--- src/hw/bus_area_map.vh ---
// constants for the external bus area configuration block
`ifndef BUS_AREA_MAP_VH
`define BUS_AREA_MAP_VH

// ======================================================
// register byte addresses
`define AREA_FUNCTION_CONTROL_ADDR 12'h000
`define READ_WAIT_CONTROL_ADDR     12'h004
`define LONG_WAIT_CONTROL_ADDR     12'h008

// ======================================================
// reset values
`define AREA_FUNCTION_CONTROL_RST  16'h0000
`define READ_WAIT_CONTROL_RST      16'hffff
`define LONG_WAIT_CONTROL_RST      2'h3

// ======================================================
// writable masks and reserved patterns
`define AREA_FUNCTION_WMASK        16'hf800
`define READ_WAIT_WMASK            16'hff02
`define READ_WAIT_ONES             16'h00fd

// ======================================================
// field positions
`define AFC_DRAM_SELECT_BIT        15
`define AFC_MUXED_SELECT_BIT       14
`define AFC_OVERLAP_BIT            13
`define AFC_READ_DUTY_BIT          12
`define AFC_BYTE_STROBE_BIT        11
`define RWC_AREA_LSB               8
`define RWC_WRITE_PITCH_BIT        1

// ======================================================
// state counts
`define STATES_FIXED_ONE           3'h1
`define STATES_WAITED_TWO          3'h2
`define STATES_MUXED_IO            3'h4
`define STATES_PERIPHERAL          3'h3

// ======================================================
// area kinds
`define KIND_EXT                   3'h0
`define KIND_DRAM                  3'h1
`define KIND_MUXED                 3'h2
`define KIND_PERIPH                3'h3
`define KIND_ONCHIP                3'h4
`define KIND_REFRESH               3'h5

`endif

--- src/hw/read_cycle_timer.v ---
// per-access state counter that stretches a bus cycle by wait input
`timescale 1ns/1ps
`include "bus_area_map.vh"

module read_cycle_timer (
   // clock and reset
   input  wire       clock_i,
   input  wire       rstn_i,
   input  wire       enable_i,
   // cycle request
   input  wire       start_i,
   input  wire [2:0] base_states_i,
   input  wire       sample_wait_i,
   input  wire       wait_n_i,
   // status
   output reg        busy_o,
   output reg        done_o,
   output reg  [7:0] states_o
);

   // ======================================================
   // state machine
   localparam [1:0] IDLE = 2'b01;
   localparam [1:0] RUN  = 2'b10;

   reg [1:0] state;
   reg [2:0] remain;
   reg       sample;
   reg [7:0] count;

   always @(posedge clock_i or negedge rstn_i) begin
      if (!rstn_i) begin
         state    <= IDLE;
         remain   <= 3'h0;
         sample   <= 1'b0;
         count    <= 8'h00;
         busy_o   <= 1'b0;
         done_o   <= 1'b0;
         states_o <= 8'h00;
      end else if (enable_i) begin
         done_o <= 1'b0;
         case (state)
            IDLE: begin
               if (start_i) begin
                  state  <= RUN;
                  remain <= base_states_i - 3'h1;
                  sample <= sample_wait_i;
                  count  <= 8'h01;
                  busy_o <= 1'b1;
               end
            end
            RUN: begin
               // wait is looked at in the last fixed state and again in each wait state after it
               if (remain != 3'h0) begin
                  remain <= remain - 3'h1;
                  count  <= count + 8'h01;
               end else if (sample && !wait_n_i && count != 8'hff) begin
                  count <= count + 8'h01;
               end else begin
                  state    <= IDLE;
                  busy_o   <= 1'b0;
                  done_o   <= 1'b1;
                  states_o <= count;
               end
            end
            default: begin
               state <= IDLE;
            end
         endcase
      end
   end

endmodule // read_cycle_timer

--- src/hw/external_bus_area_wait_config.v ---
// area function and read wait configuration with ahb-lite access
// What this block does
// - area function register, 16 bits, zero on power-on reset only
// - bit 15 makes area 1 dram; dram settings valid only then
// - bit 14 makes area 6 multiplexed address/data space
// - bit 13 clear keeps internal and external accesses apart; set overlaps
// - bit 12 picks read strobe high duty: 50 or 35 percent
// - bit 11 picks byte strobes: upper/lower store or low/high select
// - area function bits 10..0 read zero; software writes zero
// - read wait register, 16 bits, all ones on power-on reset only
// - read wait bits 15..8 enable wait sampling for areas 7..0
// - areas 1,3,4,5,7 external: one state, or two plus waits; area 1 writes always two plus waits
// - areas 0,2 external: one plus long wait; area 6 external: two; plus waits if set
// - dram read column cycle: one state, or two plus waits
// - refresh with area 1 bit set inserts refresh waits, ignores wait
// - multiplexed area 6 reads take four states plus waits
// - peripheral area 5 reads take three states, no sampling
// - on-chip rom and ram reads take one state, no sampling
// - read wait bits 7..2 and 0 read one; software writes one
// - dram write pitch bit: one state, or two plus waits
// - areas 0 and 2 long wait is one to four states
`timescale 1ns/1ps
`include "bus_area_map.vh"

module external_bus_area_wait_config (
   // clock, reset, enable
   input  wire        clock_i,
   input  wire        rstn_i,
   input  wire        clken_i,
   // ahb-lite slave
   input  wire        hsel_i,
   input  wire [11:0] haddr_i,
   input  wire [1:0]  htrans_i,
   input  wire        hwrite_i,
   input  wire [2:0]  hsize_i,
   input  wire [31:0] hwdata_i,
   input  wire        hready_i,
   output wire [31:0] hrdata_o,
   output wire        hreadyout_o,
   output wire        hresp_o,
   // bus cycle request
   input  wire        access_start_i,
   input  wire [2:0]  access_area_i,
   input  wire        access_write_i,
   input  wire        access_onchip_i,
   input  wire        refresh_start_i,
   input  wire [1:0]  refresh_wait_i,
   input  wire        wait_n_i,
   // area configuration outputs
   output reg         area1_dram_o,
   output reg         area6_muxed_o,
   output reg         overlap_mode_o,
   output reg         read_strobe_duty_o,
   output reg         byte_strobe_select_o,
   output reg  [7:0]  wait_sample_enable_o,
   output reg         dram_write_pitch_o,
   // cycle status
   output wire        cycle_busy_o,
   output wire        cycle_done_o,
   output wire [7:0]  cycle_states_o
);

   // ======================================================
   // registers
   reg [15:0] area_function_control;
   reg [15:0] read_wait_control;
   reg [1:0]  long_wait_control;
   reg        wr_pending;
   reg [11:0] wr_addr;
   reg [15:0] wr_lanes;
   reg [31:0] rdata;

   wire area1_dram_select  = area_function_control[`AFC_DRAM_SELECT_BIT];
   wire area6_muxed_select = area_function_control[`AFC_MUXED_SELECT_BIT];
   wire [7:0] area_read_wait_bits = read_wait_control[15:`RWC_AREA_LSB];
   wire dram_write_pitch   = read_wait_control[`RWC_WRITE_PITCH_BIT];

   // ======================================================
   // ahb-lite slave, zero wait while clken_i is high, always okay
   wire take = hsel_i && hready_i && htrans_i[1];

   // stall the bus while frozen, so no transfer is taken and then lost
   assign hreadyout_o = clken_i;
   assign hresp_o     = 1'b0;
   assign hrdata_o    = rdata;

   function [31:0] read_mux;
      input [11:0] addr;
      input [15:0] afc;
      input [15:0] rwc;
      input [1:0]  lwc;
      begin
         case (addr)
            `AREA_FUNCTION_CONTROL_ADDR: read_mux = {16'h0000, afc & `AREA_FUNCTION_WMASK};
            `READ_WAIT_CONTROL_ADDR:     read_mux = {16'h0000, rwc | `READ_WAIT_ONES};
            `LONG_WAIT_CONTROL_ADDR:     read_mux = {30'h0, lwc};
            default:                     read_mux = 32'h00000000;
         endcase
      end
   endfunction

   // byte lanes of the low halfword touched by one transfer
   function [15:0] lane_mask;
      input [2:0] size;
      input [1:0] low;
      begin
         case (size)
            3'h0: begin
               lane_mask = (low == 2'h0) ? 16'h00ff :
                           (low == 2'h1) ? 16'hff00 : 16'h0000;
            end
            3'h1: begin
               lane_mask = low[1] ? 16'h0000 : 16'hffff;
            end
            default: begin
               lane_mask = 16'hffff;
            end
         endcase
      end
   endfunction

   function [15:0] merge_lanes;
      input [15:0] old;
      input [15:0] fresh;
      input [15:0] lanes;
      begin
         merge_lanes = (old & ~lanes) | (fresh & lanes);
      end
   endfunction

   always @(posedge clock_i or negedge rstn_i) begin
      if (!rstn_i) begin
         area_function_control <= `AREA_FUNCTION_CONTROL_RST;
         read_wait_control     <= `READ_WAIT_CONTROL_RST;
         long_wait_control     <= `LONG_WAIT_CONTROL_RST;
         wr_pending            <= 1'b0;
         wr_addr               <= 12'h000;
         wr_lanes              <= 16'h0000;
         rdata                 <= 32'h00000000;
      end else if (clken_i) begin
         wr_pending <= take && hwrite_i;
         if (take) begin
            wr_addr  <= {haddr_i[11:2], 2'b00};
            wr_lanes <= lane_mask(hsize_i, haddr_i[1:0]);
         end
         if (take && !hwrite_i) begin
            rdata <= read_mux({haddr_i[11:2], 2'b00}, area_function_control,
                              read_wait_control, long_wait_control);
         end
         // write lands in the data phase; narrow writes touch only their own lanes
         if (wr_pending) begin
            case (wr_addr)
               `AREA_FUNCTION_CONTROL_ADDR: begin
                  area_function_control <= merge_lanes(area_function_control,
                                                       hwdata_i[15:0], wr_lanes) &
                                           `AREA_FUNCTION_WMASK;
               end
               `READ_WAIT_CONTROL_ADDR: begin
                  // reserved bits held high whatever is written
                  read_wait_control <= merge_lanes(read_wait_control, hwdata_i[15:0],
                                                   wr_lanes) | `READ_WAIT_ONES;
               end
               `LONG_WAIT_CONTROL_ADDR: begin
                  if (wr_lanes[0]) begin
                     long_wait_control <= hwdata_i[1:0];
                  end
               end
               default: begin
                  long_wait_control <= long_wait_control;
               end
            endcase
         end
      end
   end

   // ======================================================
   // configuration outputs
   always @(posedge clock_i or negedge rstn_i) begin
      if (!rstn_i) begin
         area1_dram_o         <= 1'b0;
         area6_muxed_o        <= 1'b0;
         overlap_mode_o       <= 1'b0;
         read_strobe_duty_o   <= 1'b0;
         byte_strobe_select_o <= 1'b0;
         wait_sample_enable_o <= 8'hff;
         dram_write_pitch_o   <= 1'b1;
      end else if (clken_i) begin
         area1_dram_o         <= area1_dram_select;
         area6_muxed_o        <= area6_muxed_select;
         overlap_mode_o       <= area_function_control[`AFC_OVERLAP_BIT];
         read_strobe_duty_o   <= area_function_control[`AFC_READ_DUTY_BIT];
         byte_strobe_select_o <= area_function_control[`AFC_BYTE_STROBE_BIT];
         wait_sample_enable_o <= area_read_wait_bits;
         // pitch only meaningful for dram; external area 1 writes stay long
         dram_write_pitch_o   <= dram_write_pitch | ~area1_dram_select;
      end
   end

   // ======================================================
   // state count selection
   function [2:0] area_kind;
      input [2:0] area;
      input       onchip;
      input       dram;
      input       muxed;
      begin
         if (area == 3'h5 && onchip) begin
            area_kind = `KIND_PERIPH;
         end else if ((area == 3'h0 || area == 3'h7) && onchip) begin
            area_kind = `KIND_ONCHIP;
         end else if (area == 3'h1 && dram) begin
            area_kind = `KIND_DRAM;
         end else if (area == 3'h6 && muxed) begin
            area_kind = `KIND_MUXED;
         end else begin
            area_kind = `KIND_EXT;
         end
      end
   endfunction

   reg [2:0] base_states;
   reg       sample_wait;
   reg [2:0] kind;
   reg       rw_bit;
   reg       long_area;

   always @* begin
      kind        = area_kind(access_area_i, access_onchip_i, area1_dram_select,
                              area6_muxed_select);
      rw_bit      = area_read_wait_bits[access_area_i];
      long_area   = (access_area_i == 3'h0) || (access_area_i == 3'h2) ||
                    (access_area_i == 3'h6);
      base_states = `STATES_FIXED_ONE;
      sample_wait = 1'b0;
      if (refresh_start_i) begin
         // refresh: fixed wait from refresh setting when area 1 wait bit set, wait input ignored
         base_states = area_read_wait_bits[1] ?
                       (`STATES_FIXED_ONE + {1'b0, refresh_wait_i}) :
                       `STATES_FIXED_ONE;
         sample_wait = 1'b0;
      end else begin
         case (kind)
            `KIND_PERIPH: begin
               base_states = `STATES_PERIPHERAL;
            end
            `KIND_ONCHIP: begin
               base_states = `STATES_FIXED_ONE;
            end
            `KIND_MUXED: begin
               base_states = `STATES_MUXED_IO;
               sample_wait = 1'b1;
            end
            `KIND_DRAM: begin
               if (access_write_i) begin
                  base_states = dram_write_pitch ? `STATES_WAITED_TWO : `STATES_FIXED_ONE;
                  sample_wait = dram_write_pitch;
               end else begin
                  base_states = rw_bit ? `STATES_WAITED_TWO : `STATES_FIXED_ONE;
                  sample_wait = rw_bit;
               end
            end
            default: begin
               if (access_write_i && access_area_i == 3'h1) begin
                  base_states = `STATES_WAITED_TWO;
                  sample_wait = 1'b1;
               end else if (long_area && access_area_i != 3'h6) begin
                  // one state plus one to four long waits
                  base_states = `STATES_FIXED_ONE + `STATES_FIXED_ONE +
                                {1'b0, long_wait_control};
                  sample_wait = rw_bit;
               end else if (long_area) begin
                  base_states = `STATES_WAITED_TWO;
                  sample_wait = rw_bit;
               end else begin
                  base_states = rw_bit ? `STATES_WAITED_TWO : `STATES_FIXED_ONE;
                  sample_wait = rw_bit;
               end
            end
         endcase
      end
   end

   // ======================================================
   // cycle timer
   read_cycle_timer u_timer (
      .clock_i       (clock_i),
      .rstn_i        (rstn_i),
      .enable_i      (clken_i),
      .start_i       (access_start_i | refresh_start_i),
      .base_states_i (base_states),
      .sample_wait_i (sample_wait),
      .wait_n_i      (wait_n_i),
      .busy_o        (cycle_busy_o),
      .done_o        (cycle_done_o),
      .states_o      (cycle_states_o)
   );

endmodule // external_bus_area_wait_config

--- config.mk ---
export PLATFORM = sky130hd
export DESIGN_NAME = external_bus_area_wait_config
export DESIGN_NICKNAME = d
export VERILOG_FILES = /design/src/hw/read_cycle_timer.v /design/src/hw/external_bus_area_wait_config.v
export VERILOG_INCLUDE_DIRS = /design/src /design/src/hw
export SDC_FILE = /design/constraint.sdc
export NUM_CORES = 1
export LEC_CHECK = 0
export BUFFER_PORTS_ARGS = -buffer_cell sky130_fd_sc_hd__buf_2
export CAP_MARGIN = 20
export CORE_UTILIZATION = 56
export DETAILED_ROUTE_END_ITERATION = 8
export MAX_ROUTING_LAYER = met4
export PLACE_DENSITY = 0.86
export SKIP_LAST_GASP = 1
export SLEW_MARGIN = 25
export SYNTH_ARGS = -nofsm -noshare
export SYNTH_HDL_FRONTEND = slang
export SYNTH_SLANG_ARGS = --single-unit
export TNS_END_PERCENT = 5
--- constraint.sdc ---
create_clock -name clock_i -period 5.5 [get_ports clock_i]
set_input_delay 0.55 -clock clock_i [delete_from_list [all_inputs] [get_ports clock_i]]
set_output_delay 0.55 -clock clock_i [all_outputs]
set_load 0.02 [all_outputs]
# [Word-level counts from Yosys, hierarchy flattened]
# Cells that the tools add are included.
[totals] reg_bits=113 latch_bits=0 ram_bits=0 rom_bits=0 inputBits=65 elab_cells=140 n_memories=0
[classes] add_sub_neg=5 mul=0 div_mod_pow=0 n_lt_le_gt_ge=1 eq_ne=24 n_shift=0 n_mux=42 bitwise_logic=11 n_reduce_logical=36
[ops] cell="AND 16 bit" n=3
[ops] cell="2-to-1 mux 16 bit" n=3
[ops] cell="case mux 16 bit (3 select lines)" n=1
[ops] cell="bitwise OR 16 bit" n=2
[ops] cell="case mux 16 bit (2 select lines)" n=1
[ops] cell="2-to-1 mux 3 bit" n=8
[ops] cell="2-to-1 mux 8 bit" n=3
[ops] cell="equality test 10 x 1 -> 1 bit (second input constant)" n=2
[ops] cell="equality test 10 x 2 -> 1 bit (second input constant)" n=2
[ops] cell="AND reduction 4 bit" n=5
[ops] cell="2-to-1 mux 2 bit" n=9
[ops] cell="NOT 16 bit" n=1
[ops] cell="case mux 8 bit (2 select lines)" n=1
[ops] cell="equality test 3 bit (second input constant)" n=4
[ops] cell="logical AND 1 bit" n=12
[ops] cell="logical NOT 12 bit" n=1
[ops] cell="case mux 3 bit (4 select lines)" n=1
[ops] cell="logical NOT 10 bit" n=1
[ops] cell="2-to-1 mux 1 bit" n=10
[ops] cell="equality test 3 x 1 -> 1 bit (second input constant)" n=3
[ops] cell="equality test 3 x 2 -> 1 bit (second input constant)" n=3
[ops] cell="AND reduction 3 bit" n=3
[ops] cell="adder 8 x 1 -> 8 bit (second input constant)" n=1
[ops] cell="!= test 8 bit (second input constant)" n=1
[ops] cell="26 further kinds" n=38

# [Logic depth before layout (Yosys ltp)]
# Gate-level depths: netlist of the first run.
[depth] ltp_word=12 depth_mapped=11

# [By module]
# From an unflattened synthesis of the first run, not the netlist that was laid out.
[hier_totals] hier_cells=348 hier_area_um2=4007.6
[by_module_without_submodules] module="external_bus_area_wait_config" n_inst=1 cells_per_inst=235 area_each_um2=2795.2 seq_area_each_um2=1376.3
[by_module_without_submodules] module="read_cycle_timer" n_inst=1 cells_per_inst=113 area_each_um2=1212.4 seq_area_each_um2=601.8

# [Least setup slack after synthesis of the first run]
# OpenSTA, ideal clock, no wires.
[synth_path] path_type="input to register" from="input port access_area_i[2]" to="register u_timer.remain[2]" setup_time_ps=148 arrival_time_ps=2133 slack_ps=3219 path_stages=8 path_cell_list="buf_2 -> buf_2 -> or4bb_1 -> a41o_1 -> ha_1 -> nand2b_1 -> a21oi_1 -> a311oi_1"
[synth_via] elab_chain_len=12
[synth_lines] element="start: declaration" line="external_bus_area_wait_config.v:43" rtl="input wire [2:0] access_area_i,"
[synth_lines] element="equality test 3 bit" line="external_bus_area_wait_config.v:213, external_bus_area_wait_config.v:232"
[synth_lines] element="logical AND 1 bit" line="external_bus_area_wait_config.v:213" rtl="end else if (area == 3'h6 && muxed) begin"
[synth_lines] element="2-to-1 mux 2 bit" line="external_bus_area_wait_config.v:213"
[synth_lines] element="2-to-1 mux 2 bit" line="external_bus_area_wait_config.v:211" rtl="end else if (area == 3'h1 && dram) begin"
[synth_lines] element="2-to-1 mux 3 bit" line="external_bus_area_wait_config.v:209" rtl="end else if ((area == 3'h0 || area == 3'h7) && onchip) begin"
[synth_lines] element="2-to-1 mux 3 bit" line="external_bus_area_wait_config.v:207" rtl="if (area == 3'h5 && onchip) begin"
[synth_lines] element="equality test 3 x 1 -> 1 bit (tied with other cells)" line="external_bus_area_wait_config.v:242" rtl="case (kind)"
[synth_lines] element="case mux 3 bit (4 select lines) (*)" line="external_bus_area_wait_config.v:242"
[synth_lines] element="2-to-1 mux 3 bit (*)" line="external_bus_area_wait_config.v:235" rtl="if (refresh_start_i) begin"
[synth_lines] element="subtractor 3 x 1 -> 3 bit (*)" line="read_cycle_timer.v:46" rtl="remain <= base_states_i - 3'h1;"
[synth_lines] element="2-to-1 mux 3 bit (*)" line="read_cycle_timer.v:44" rtl="if (start_i) begin"
[synth_lines] element="case mux 3 bit (2 select lines) (*)" line="read_cycle_timer.v:42" rtl="case (state)"
[synth_lines] element="end signal: assignment" line="read_cycle_timer.v:46"
[synth_lines] element="end signal: assignment" line="read_cycle_timer.v:55" rtl="remain <= remain - 3'h1;"
[synth_lines] element="end: declaration" line="read_cycle_timer.v:27" rtl="reg [2:0] remain;"
# Mark *: on every way between the ends. The rest lies on a longest branch, timed or not. The select of a mux whose other input is x is not followed.
# A chain may end at the register's enable or synchronous reset.

# [Worst setup path after layout of the first run]
[layout_path] from="input port clken_i" to="register rdata[14], in the netlist hrdata_o[14]"
[layout_via] elab_chain_len=1
[layout_lines] element="start: declaration" line="external_bus_area_wait_config.v:29" rtl="input wire clken_i,"
[layout_lines] element="AND reduction 2 bit (no source line)"
[layout_lines] element="end signal: assignment" line="external_bus_area_wait_config.v:147" rtl="rdata <= read_mux({haddr_i[11:2], 2'b00}, area_function_control,"
[layout_lines] element="end: declaration" line="external_bus_area_wait_config.v:71" rtl="reg [31:0] rdata;"
# Every way passes these cells.

==> metrics.txt, run 1 <==
GPL Wtd Cong 0.8705; Worst Setup Start Kind input pin; part of the Yosys area used for sequential elements 0.4814; CTS resizes 0; Syn Area/Cell 10.84 um2; kind of critical path in2reg; Async SR Flop Fraction 1.000; Critical Path RT 5770 ps; global route total overflow 0; Max Slew Vio Count 0; Hold Vio Cnt, Final 0; Syn Inst Count 379; crit path buf inv count 1; diode count 0; Tightest Pin Transition 776.4 ps; Synth Warn # 0; Die Span Y 87.66 um; detailed-route vias per instance 5.744; Worst Path Arrival 3010 ps; Remaining DRCs 0; Core Box Area 0.006944 mm2; Min-Delay Path Class in2async; EDFF count, synth 0; antenna violations before repair 0; final setup vio count 0; clk_lat worst skew 360 ps; GRT Total Usage 0.2596; R2R Setup Slk 2910 ps; largest net degree at the start of global routing 79; Final Cycle Share 0.4990; Synth Flop Type dfrtp_1; num rows 30; CTS Hold Bufs 0; Critical R2R Launch u_timer.state[0]; share of cells above drive strength 1 0.3714; RR Endpoint u_timer.states_o[5]; Critical Path Max Stage Delay 720 ps; Yosys reg bits 78; CP max stage cell nand4_1; CP endpoint kind flip-flop; Peak VDD IR 0.1456 mV; overall power 1.444 mW; CTS buffer count 9; RSZ-0062 raised after global routing no; setup TNS 0 ps; first-pass GRT wire length 14600 um; Pleak 2.215 nW; Nets 520; clk_skew 6.957 ps; status complete, no violations; fmax 364.4 MHz; H-tree level count 3; clk buf depth 2; Max-slew headroom 0.4809; vias in the first global route 3051; Port Buf Inserts 82; detailed placement HPWL 6293 um; synth-to-layout area growth 12.91%; die footprint 0.007684 mm2; worst r2r path cells 5; Netlist cell types 60; Final Cell Area 0.004639 mm2; DRT iter0 DRCs 136; Via Count 3165; CTS sink cnt 78; crit-path max FO 23; WL/cell 16.21 um; Cell Area, Placed 0.004461 mm2; post-route ant nets 0; I/O pin count 123; Crit path max-delay family simple AND/OR/NAND/NOR gates; Max Cap Viol 0; crit path time final 2744 ps; DIE WIDTH 87.66 um; Post CTS Setup Buffer Count 0; P per Cell Area 311.2 mW/mm2; first-pass iteration count of the detailed router 5; synthesized area 0.004109 mm2; CTS tree built; Initial Utilization 0.5917; clk root buf clkbuf_8; drt total wl 8933 um; clock-pin slew on the worst setup and hold paths 80 ps; worst path cell trace buf_2, nand4_1, nor2_1, nand3_1, a21o_1, o21ai_0; fin util 0.6681
==> cell usage after synthesis (7+ instances only) <==
cell type / number / area [um2]
dfrtp_1: 57 / 1426
mux2_2: 39 / 439.2
nand2_1: 30 / 112.6
buf_4: 24 / 180.2
nor2_1: 22 / 82.58
dfstp_2: 21 / 551.8
o21ai_0: 20 / 100.1
a21oi_1: 15 / 75.07
nand3_1: 15 / 75.07
inv_1: 12 / 45.04
nor4_1: 9 / 56.30
mux2_1: 8 / 90.09
buf_2: 7 / 35.03
mux2i_1: 7 / 70.07
==> per-layer routing <==
layer | GRT usage | routed length (um) | vias up | share of wire
li1 | - | - | 1480 | -
met1 | 0.3313 | 3939 | 1524 | 0.44
met2 | 0.4077 | 4306 | 138 | 0.48
met3 | 0.04241 | 489 | 23 | 0.055
met4 | 0.1192 | 198 | 0 | 0.022
met5 | - | 0 | - | 0
==> layout make-up <==
class	instances	area, um2
Clock buffer	11	141.4
Clock inverter	5	33.78
Fill cell	536	2305
Inverter	13	48.80
Multi-Input combinational cell	266	1901
Sequential cell	78	1978
Tap cell	96	120.1
Timing Repair Buffer	82	416.7
==> per-stage QoR <==
step	hold WS [ps]	std cells	setup WS [ps]
finish	211.9	551	2756
global route	258.9	551	2485
CTS	371.0	551	2791
detailed placement	467.6	535	2409
global placement	461.0	535	2559
floorplan	254.4	395	3219
==> cell families after synthesis <==
family / Yosys count / share of synthesized area
AO/OA/AOI/OAI: 70 / 0.1169
XOR/XNOR: 5 / 0.01066
adder cells (fa/ha/maj): 5 / 0.01523
buffers and inverters: 51 / 0.07064
flip-flops: 78 / 0.4814
multiplexers: 56 / 0.1568
other: 1 / 0.0009126
AND/OR/NAND/NOR: 113 / 0.1474
==> cells in the final DEF, fill, tap and decap left out, drive strengths merged, types with 4 or more instances in the layout <==
cell type and count:
nand2b 5, nor3 6, nand3 16, conb 17, o21ai 21, and3 5
or3 4, nor4 10, clkbuf 11, dfrtp 57, ha 5, a22oi 5
nor2b 4, nor2 22, nand2 30, inv 14, xnor2 5, a21oi 15
a2111oi 4, buf 82, mux2 47, mux2i 7, dfstp 21
==> report_power, final <==
| group | switching, mW | total [mW] | internal (mW) |
|---|---|---|---|
| Combinational | 0.197 | 0.336 | 0.139 |
| Sequential | 0.0701 | 0.716 | 0.646 |
| Clock | 0.215 | 0.391 | 0.176 |
==> worst register-to-register path, delay by kind of cell, from the launching register on <==
kind / cells / cell delay [ps]
muxes: 1 / 370
and+or+nand+nor: 2 / 1150
DFF: 1 / 380
buffers and inverters: 1 / 50
adders and majority gates: 1 / 520
==> worst max-delay path by stage <==
stage | to | from | cells past startpoint
after floorplan | u_timer.remain[2] | access_area_i[2] | 8
after global placement | hrdata_o[14] | clken_i | 6
after detailed placement | hrdata_o[13] | clken_i | 6
after CTS | hrdata_o[13] | clken_i | 6
after global routing | hrdata_o[11] | clken_i | 6
final | hrdata_o[14] | clken_i | 6
No activity file was read; power rests on OpenSTA's default activity.
==> inputs of run 2 (changes only) <==
- CORE_UTILIZATION: 56 -> 52
- PLACE_DENSITY: 0.86 -> 0.8
- clock period: 5.5 -> 2.69 ns (I/O delays scaled with it)
==> metrics.txt, run 2 (synthesis gave the netlist of run 1 again) <==
Initial Utilization 0.5345 (-0.05721); Place WS 338.9 ps (-2070 ps); antenna violations before repair 0 (unchanged); Flop pwr share 0.469 (-0.027); clk buf depth 2 (unchanged); first-pass iteration count of the detailed router 4 (-1); Post CTS Setup Buffer Count 0 (unchanged); Worst Path Arrival 2570 ps (-440 ps); Via Count 3121 (-1.4%); crit path time final 2308 ps; Max-slew headroom 0.5469 (+0.06601); setup TNS 0 ps (unchanged); global route total overflow 0 (unchanged); Hold Vio Cnt, Final 0 (unchanged); DIE WIDTH 90.89 um (+3.7%); Setup WS post-layout 381.7 ps (-2374 ps); crit-path max FO 10 (-57%); Critical Path RT 2950 ps (-2820 ps); Max Cap Viol 0 (unchanged); final setup vio count 0 (unchanged); Peak VDD IR 0.3791 mV (+160%); num rows 32 (+6.7%); Int Power 2.127 mW (+120%); critical path capture point u_timer.remain[2]; Crit path max-delay family compound AO/OA/AOI/OAI gates; diode count 0 (unchanged); CTS buffer count 9 (unchanged); P per Cell Area 660.1 mW/mm2 (+110%); critical path launch point u_timer.state[0]; synth-to-layout area growth 15.07%; post-route ant nets 0 (unchanged); I/O pin count 123 (unchanged); largest net degree at the start of global routing 79 (unchanged); Die Span Y 90.89 um (+3.7%); Pleak 2.264 nW (+2.2%); clk_lat worst skew 360 ps (about the same); R2R Setup Slk 380 ps (-2530 ps); CTS Hold Bufs 0 (unchanged); hold slack final 139.6 ps (-72.31 ps); Port Buf Inserts 82 (unchanged); drt total wl 8726 um (-2.3%); CP max stage cell dfstp_2; Critical R2R Launch u_timer.state[0]; switching portion of total power 0.3183 (-0.01549); commonest cells after routing, fill and taps aside 81 x buf_2, 57 x dfrtp_1, 39 x mux2_2, 30 x nand2_1, 22 x nor2_1; most used cell, CP ha_1; Final Cycle Share 0.8581; Nets 525 (+0.96%); CTS sink cnt 78 (unchanged); H-tree level count 3 (unchanged); die footprint 0.008261 mm2 (+7.5%); detailed-route vias per instance 5.553 (-3.3%); Min-Delay Path Class in2reg; Comb pwr share 0.225 (-0.008); worst path cell trace inv_1, ha_1, a2111oi_0, o21ai_0, o221ai_1, ha_1, nand2b_1, a21oi_1, a311oi_1; DRT iter0 DRCs 137 (+0.74%); vias in the first global route 3085 (+1.1%); status complete, no violations; first-pass GRT wire length 14420 um (-1.2%); CP endpoint kind flip-flop; clock share of power 0.306 (+0.035); most common cell after layout, fill and taps aside buf_2; fmax 433.2 MHz; GRT Total Usage 0.2278 (-0.03184); CTS tree built; Critical Path Max Stage Delay 550 ps (-170 ps); clk_skew 5.592 ps (-1.365 ps); RR Endpoint u_timer.remain[2]; WL/cell 15.53 um (-4.2%); Tightest Pin Transition 674.5 ps (-101.9 ps); Worst Setup Start Kind flip-flop; clock-pin slew on the worst setup and hold paths 80 ps (about the same); crit path buf inv count 1 (unchanged); Remaining DRCs 0 (unchanged); clk root buf clkbuf_8; Critical Path Stages 9 (+3); detailed placement HPWL 6293 um (about the same); Max Slew Vio Count 0 (unchanged); Final Cell Area 0.004728 mm2 (+1.9%); GPL Wtd Cong 0.8855 (+1.7%); worst r2r path cells 9 (+4); kind of critical path reg2reg; CTS resizes 0 (unchanged); net switching power figure 0.9934 mW (+110%); Cell Area, Placed 0.004498 mm2 (+0.84%); RSZ-0062 raised after global routing no; share of cells above drive strength 1 0.3783 (+0.006832); Core Box Area 0.007687 mm2 (+11%)
==> run 2: cell count changes in the layout (fill, tap and decap cells not counted), sizes merged <==
cell,change
buf,+4
clkinv,-2
bufinv,+1
clkbuf,+1
clkinvlp,-1
dlygate4sd3,+1
inv,+1
==> run 2: per-stage QoR <==
stage | power, mW | cells | utilization
4_1_cts | 3.131 | 561 | 0.6133
2_1_floorplan | 1.982 | 395 | -
5_1_grt | 3.274 | 562 | 0.6151
3_5_place_dp | 2.179 | 545 | 0.5851
3_3_place_gp | 2.141 | 545 | 0.5851
6_report | 3.121 | 562 | 0.6151
==> run 2: power by group through the flow <==
stage / sequential [mW] / clock [mW] / combinational (mW)
floorplan: 1.48 / 0 / 0.505
global placement: 1.47 / 0 / 0.667
detailed placement: 1.48 / 0 / 0.695
CTS: 1.46 / 0.968 / 0.700
global route: 1.48 / 1.02 / 0.774
finish: 1.46 / 0.954 / 0.703
==> run 2: cell type report <==
class,count,area [um2]
fill,642,2959
sequential,78,1978
multi-input combinational,266,1901
timing repair buffer,87,456.7
clock buffer,12,166.4
tap,102,127.6
clock inverter,4,50.05
inverter,13,48.80
==> run 2: worst min-delay path by stage <==
| stage | start | depth (start not counted) | slack [ps] | end |
|---|---|---|---|---|
| final | hwdata_i[8] | 2 | 140 | flip-flop |
| after global routing | hwdata_i[10] | 2 | 140 | flip-flop |
| after CTS | rstn_i | 1 | 90 | u_timer.states_o[4] |
| after detailed placement | rstn_i | 1 | 470 | u_timer.states_o[4] |
| after global placement | u_timer.states_o[2] | 1 | 460 | u_timer.states_o[2] |
| after floorplan | rstn_i | 0 | -30 | async pin |
==> run 2: layer usage <==
layer  GRT usage  vias up  share of wire
met5           -        -              0
met4     0.08466        0          0.023
met3     0.05471       16          0.054
met2      0.3731       98           0.50
met1      0.2741     1513           0.43
li1            -     1494              -
==> inputs of run 3 (changes only) <==
- CORE_UTILIZATION: 52 -> 56
- PLACE_DENSITY: 0.8 -> 0.86
- clock period: 2.69 -> 2.88 ns (I/O delays scaled with it)
==> metrics.txt, run 3 (synthesis gave the netlist of run 1 again) <==
Hold Vio Cnt, Final 57 (+57); Max Cap Viol 0 (unchanged); CTS buffer count 9 (unchanged); first-pass iteration count of the detailed router 4 (unchanged); drt total wl 9260 um (+6.1%); Max-slew headroom 0.5422 (-0.004658); Critical R2R Launch u_timer.state[0]; Final Cycle Share 0.8333 (-0.02483); Comb pwr share 0.223 (-0.002); switching portion of total power 0.3269 (+0.008625); post-route ant nets 0 (unchanged); fin cells 554 (-1.4%); GRT Total Usage 0.2632 (+0.03545); clock-pin slew on the worst setup and hold paths 80 ps (about the same); clk_lat worst skew 360 ps (about the same); Initial Utilization 0.5917 (+0.05721); Post CTS Setup Buffer Count 0 (unchanged); Inst Count DP 538 (-1.3%); largest net degree at the start of global routing 79 (unchanged); Max Slew Vio Count 0 (unchanged); H-tree level count 3 (unchanged); RSZ-0062 raised after global routing no; clk buf depth 2 (unchanged); CP max stage cell dfstp_2; Port Buf Inserts 82 (unchanged); hold slack final -52.68 ps (-192.3 ps); most common cell after layout, fill and taps aside buf_2; fmax 416.7 MHz (-3.8%); antenna violations before repair 0 (unchanged); GPL Wtd Cong 0.8868 (+0.15%); crit path time final 2400 ps (+91.54 ps); CTS sink cnt 78 (unchanged); clk_skew 8.499 ps (+2.907 ps); Via Count 3181 (+1.9%); Critical Path RT 3130 ps (+180 ps); worst r2r path cells 9 (unchanged); Tightest Pin Transition 686.7 ps (+12.18 ps); Min-Delay Path Class in2async; status finished, violations left; CTS Hold Bufs 0 (unchanged); WL/cell 16.71 um (+7.7%); diode count 0 (unchanged); Worst Setup Start Kind flip-flop; clk root buf clkbuf_8; R2R Setup Slk 480 ps (+100 ps); Crit path max-delay family compound AO/OA/AOI/OAI gates; crit path buf inv count 1 (unchanged); die footprint 0.007684 mm2 (-7.0%); CTS resizes 0 (unchanged); clock share of power 0.303 (-0.003); crit-path max FO 16 (+6); Die Span Y 87.66 um (-3.6%); Fillers 551 (-14%); net switching power figure 0.9462 mW (-4.8%); most used cell, CP ha_1; setup TNS 0 ps (unchanged); detailed-route vias per instance 5.742 (+3.4%); kind of critical path reg2reg; Flop pwr share 0.474 (+0.005); commonest cells after routing, fill and taps aside 81 x buf_2, 57 x dfrtp_1, 39 x mux2_2, 30 x nand2_1, 22 x nor2_1; DIE WIDTH 87.66 um (-3.6%); share of cells above drive strength 1 0.3799 (+0.001652); Pleak 2.255 nW (-0.39%); DRT iter0 DRCs 230 (+68%); synth-to-layout area growth 14.62%; Remaining DRCs 0 (unchanged); first-pass GRT wire length 14720 um (+2.1%); register area 0.001978 mm2 (unchanged); P per Cell Area 614.5 mW/mm2 (-6.9%); worst path cell trace inv_1, ha_1, a2111oi_0, o21ai_0, o221ai_1, ha_1, nand2b_1, a21oi_1, a311oi_1; global route total overflow 0 (unchanged); vias in the first global route 3108 (+0.75%); RR Endpoint u_timer.remain[2]; Core Box Area 0.006944 mm2 (-9.7%); detailed placement HPWL 6530 um (+3.8%); Critical Path Max Stage Delay 550 ps (about the same); multi-input logic area 0.001901 mm2 (unchanged); Worst Path Arrival 2650 ps (+80 ps); failing checks negative hold slack; Peak VDD IR 0.4343 mV (+15%); Int Power 1.948 mW (-8.4%); I/O pin count 123 (unchanged); CTS tree built; CP endpoint kind flip-flop; final setup vio count 0 (unchanged); num rows 30 (-6.3%); Nets 523 (-0.38%)
-- run 3: changes by cell type in the layout (fill, tap and decap cells not counted), sizes merged --
| cell | change |
|---|---|
| bufinv | -1 |
| inv | -2 |
| clkinv | +3 |
| buf | -1 |
| dlygate4sd3 | -1 |
-- run 3: worst max path at each step --
stage / from / end / slack (ps) / cells past startpoint
floorplan: u_timer.state[0] / u_timer.remain[2] / 670 / 10
global placement: access_area_i[2] / u_timer.remain[2] / 580 / 10
detailed placement: u_timer.state[0] / u_timer.remain[2] / 460 / 9
CTS: u_timer.state[0] / u_timer.remain[2] / 450 / 9
global route: u_timer.state[0] / u_timer.remain[2] / 240 / 9
finish: u_timer.state[0] / u_timer.remain[2] / 480 / 9
-- run 3: final cells by class --
class                      count  share of cell area
inverter                      13             0.01036
clock buffer                  12             0.03985
clock inverter                 4            0.007439
timing repair buffer          85             0.09325
multi-input combinational    266              0.4036
tap                           96             0.02550
sequential                    78              0.4200
-- run 3: metal layers --
layer | vias up | share of wire | global-route usage
li1 | 1476 | - | -
met1 | 1565 | 0.42 | 0.3163
met2 | 125 | 0.50 | 0.4233
met3 | 15 | 0.063 | 0.05844
met4 | 0 | 0.020 | 0.1222
met5 | - | 0 | -
-- run 3: metrics by stage --
step / power, mW / cell area [um2] / worst slack (ps) / util / hold slack, ps
5_1_grt: 3.043 / 4710 / 235.8 / 0.6782 / 7.185
4_1_cts: 2.909 / 4706 / 447.3 / 0.6777 / 114.6
3_5_place_dp: 2.030 / 4483 / 456.4 / 0.6456 / 467.5
3_3_place_gp: 1.994 / 4483 / 575.9 / 0.6456 / 461.1
6_report: 2.894 / 4710 / 480.1 / 0.6782 / -52.68
2_1_floorplan: 1.851 / 4169 / 666.6 / - / -7.591
-- run 3: power by group through the flow --
stage / registers [mW] / logic [mW] / clock network [mW]
2_1_floorplan: 1.38 / 0.472 / 0
3_5_place_dp: 1.39 / 0.641 / 0
6_report: 1.37 / 0.647 / 0.876
3_3_place_gp: 1.38 / 0.616 / 0
4_1_cts: 1.37 / 0.646 / 0.892
5_1_grt: 1.39 / 0.721 / 0.931
-- run 3: worst reg2reg max path: stages (launching register included) --
cell,delay [ps]
dfstp_2,550
inv_1,50
ha_1,380
a2111oi_0,380
o21ai_0,150
o221ai_1,180
ha_1,210
nand2b_1,120
a21oi_1,70
a311oi_1,230
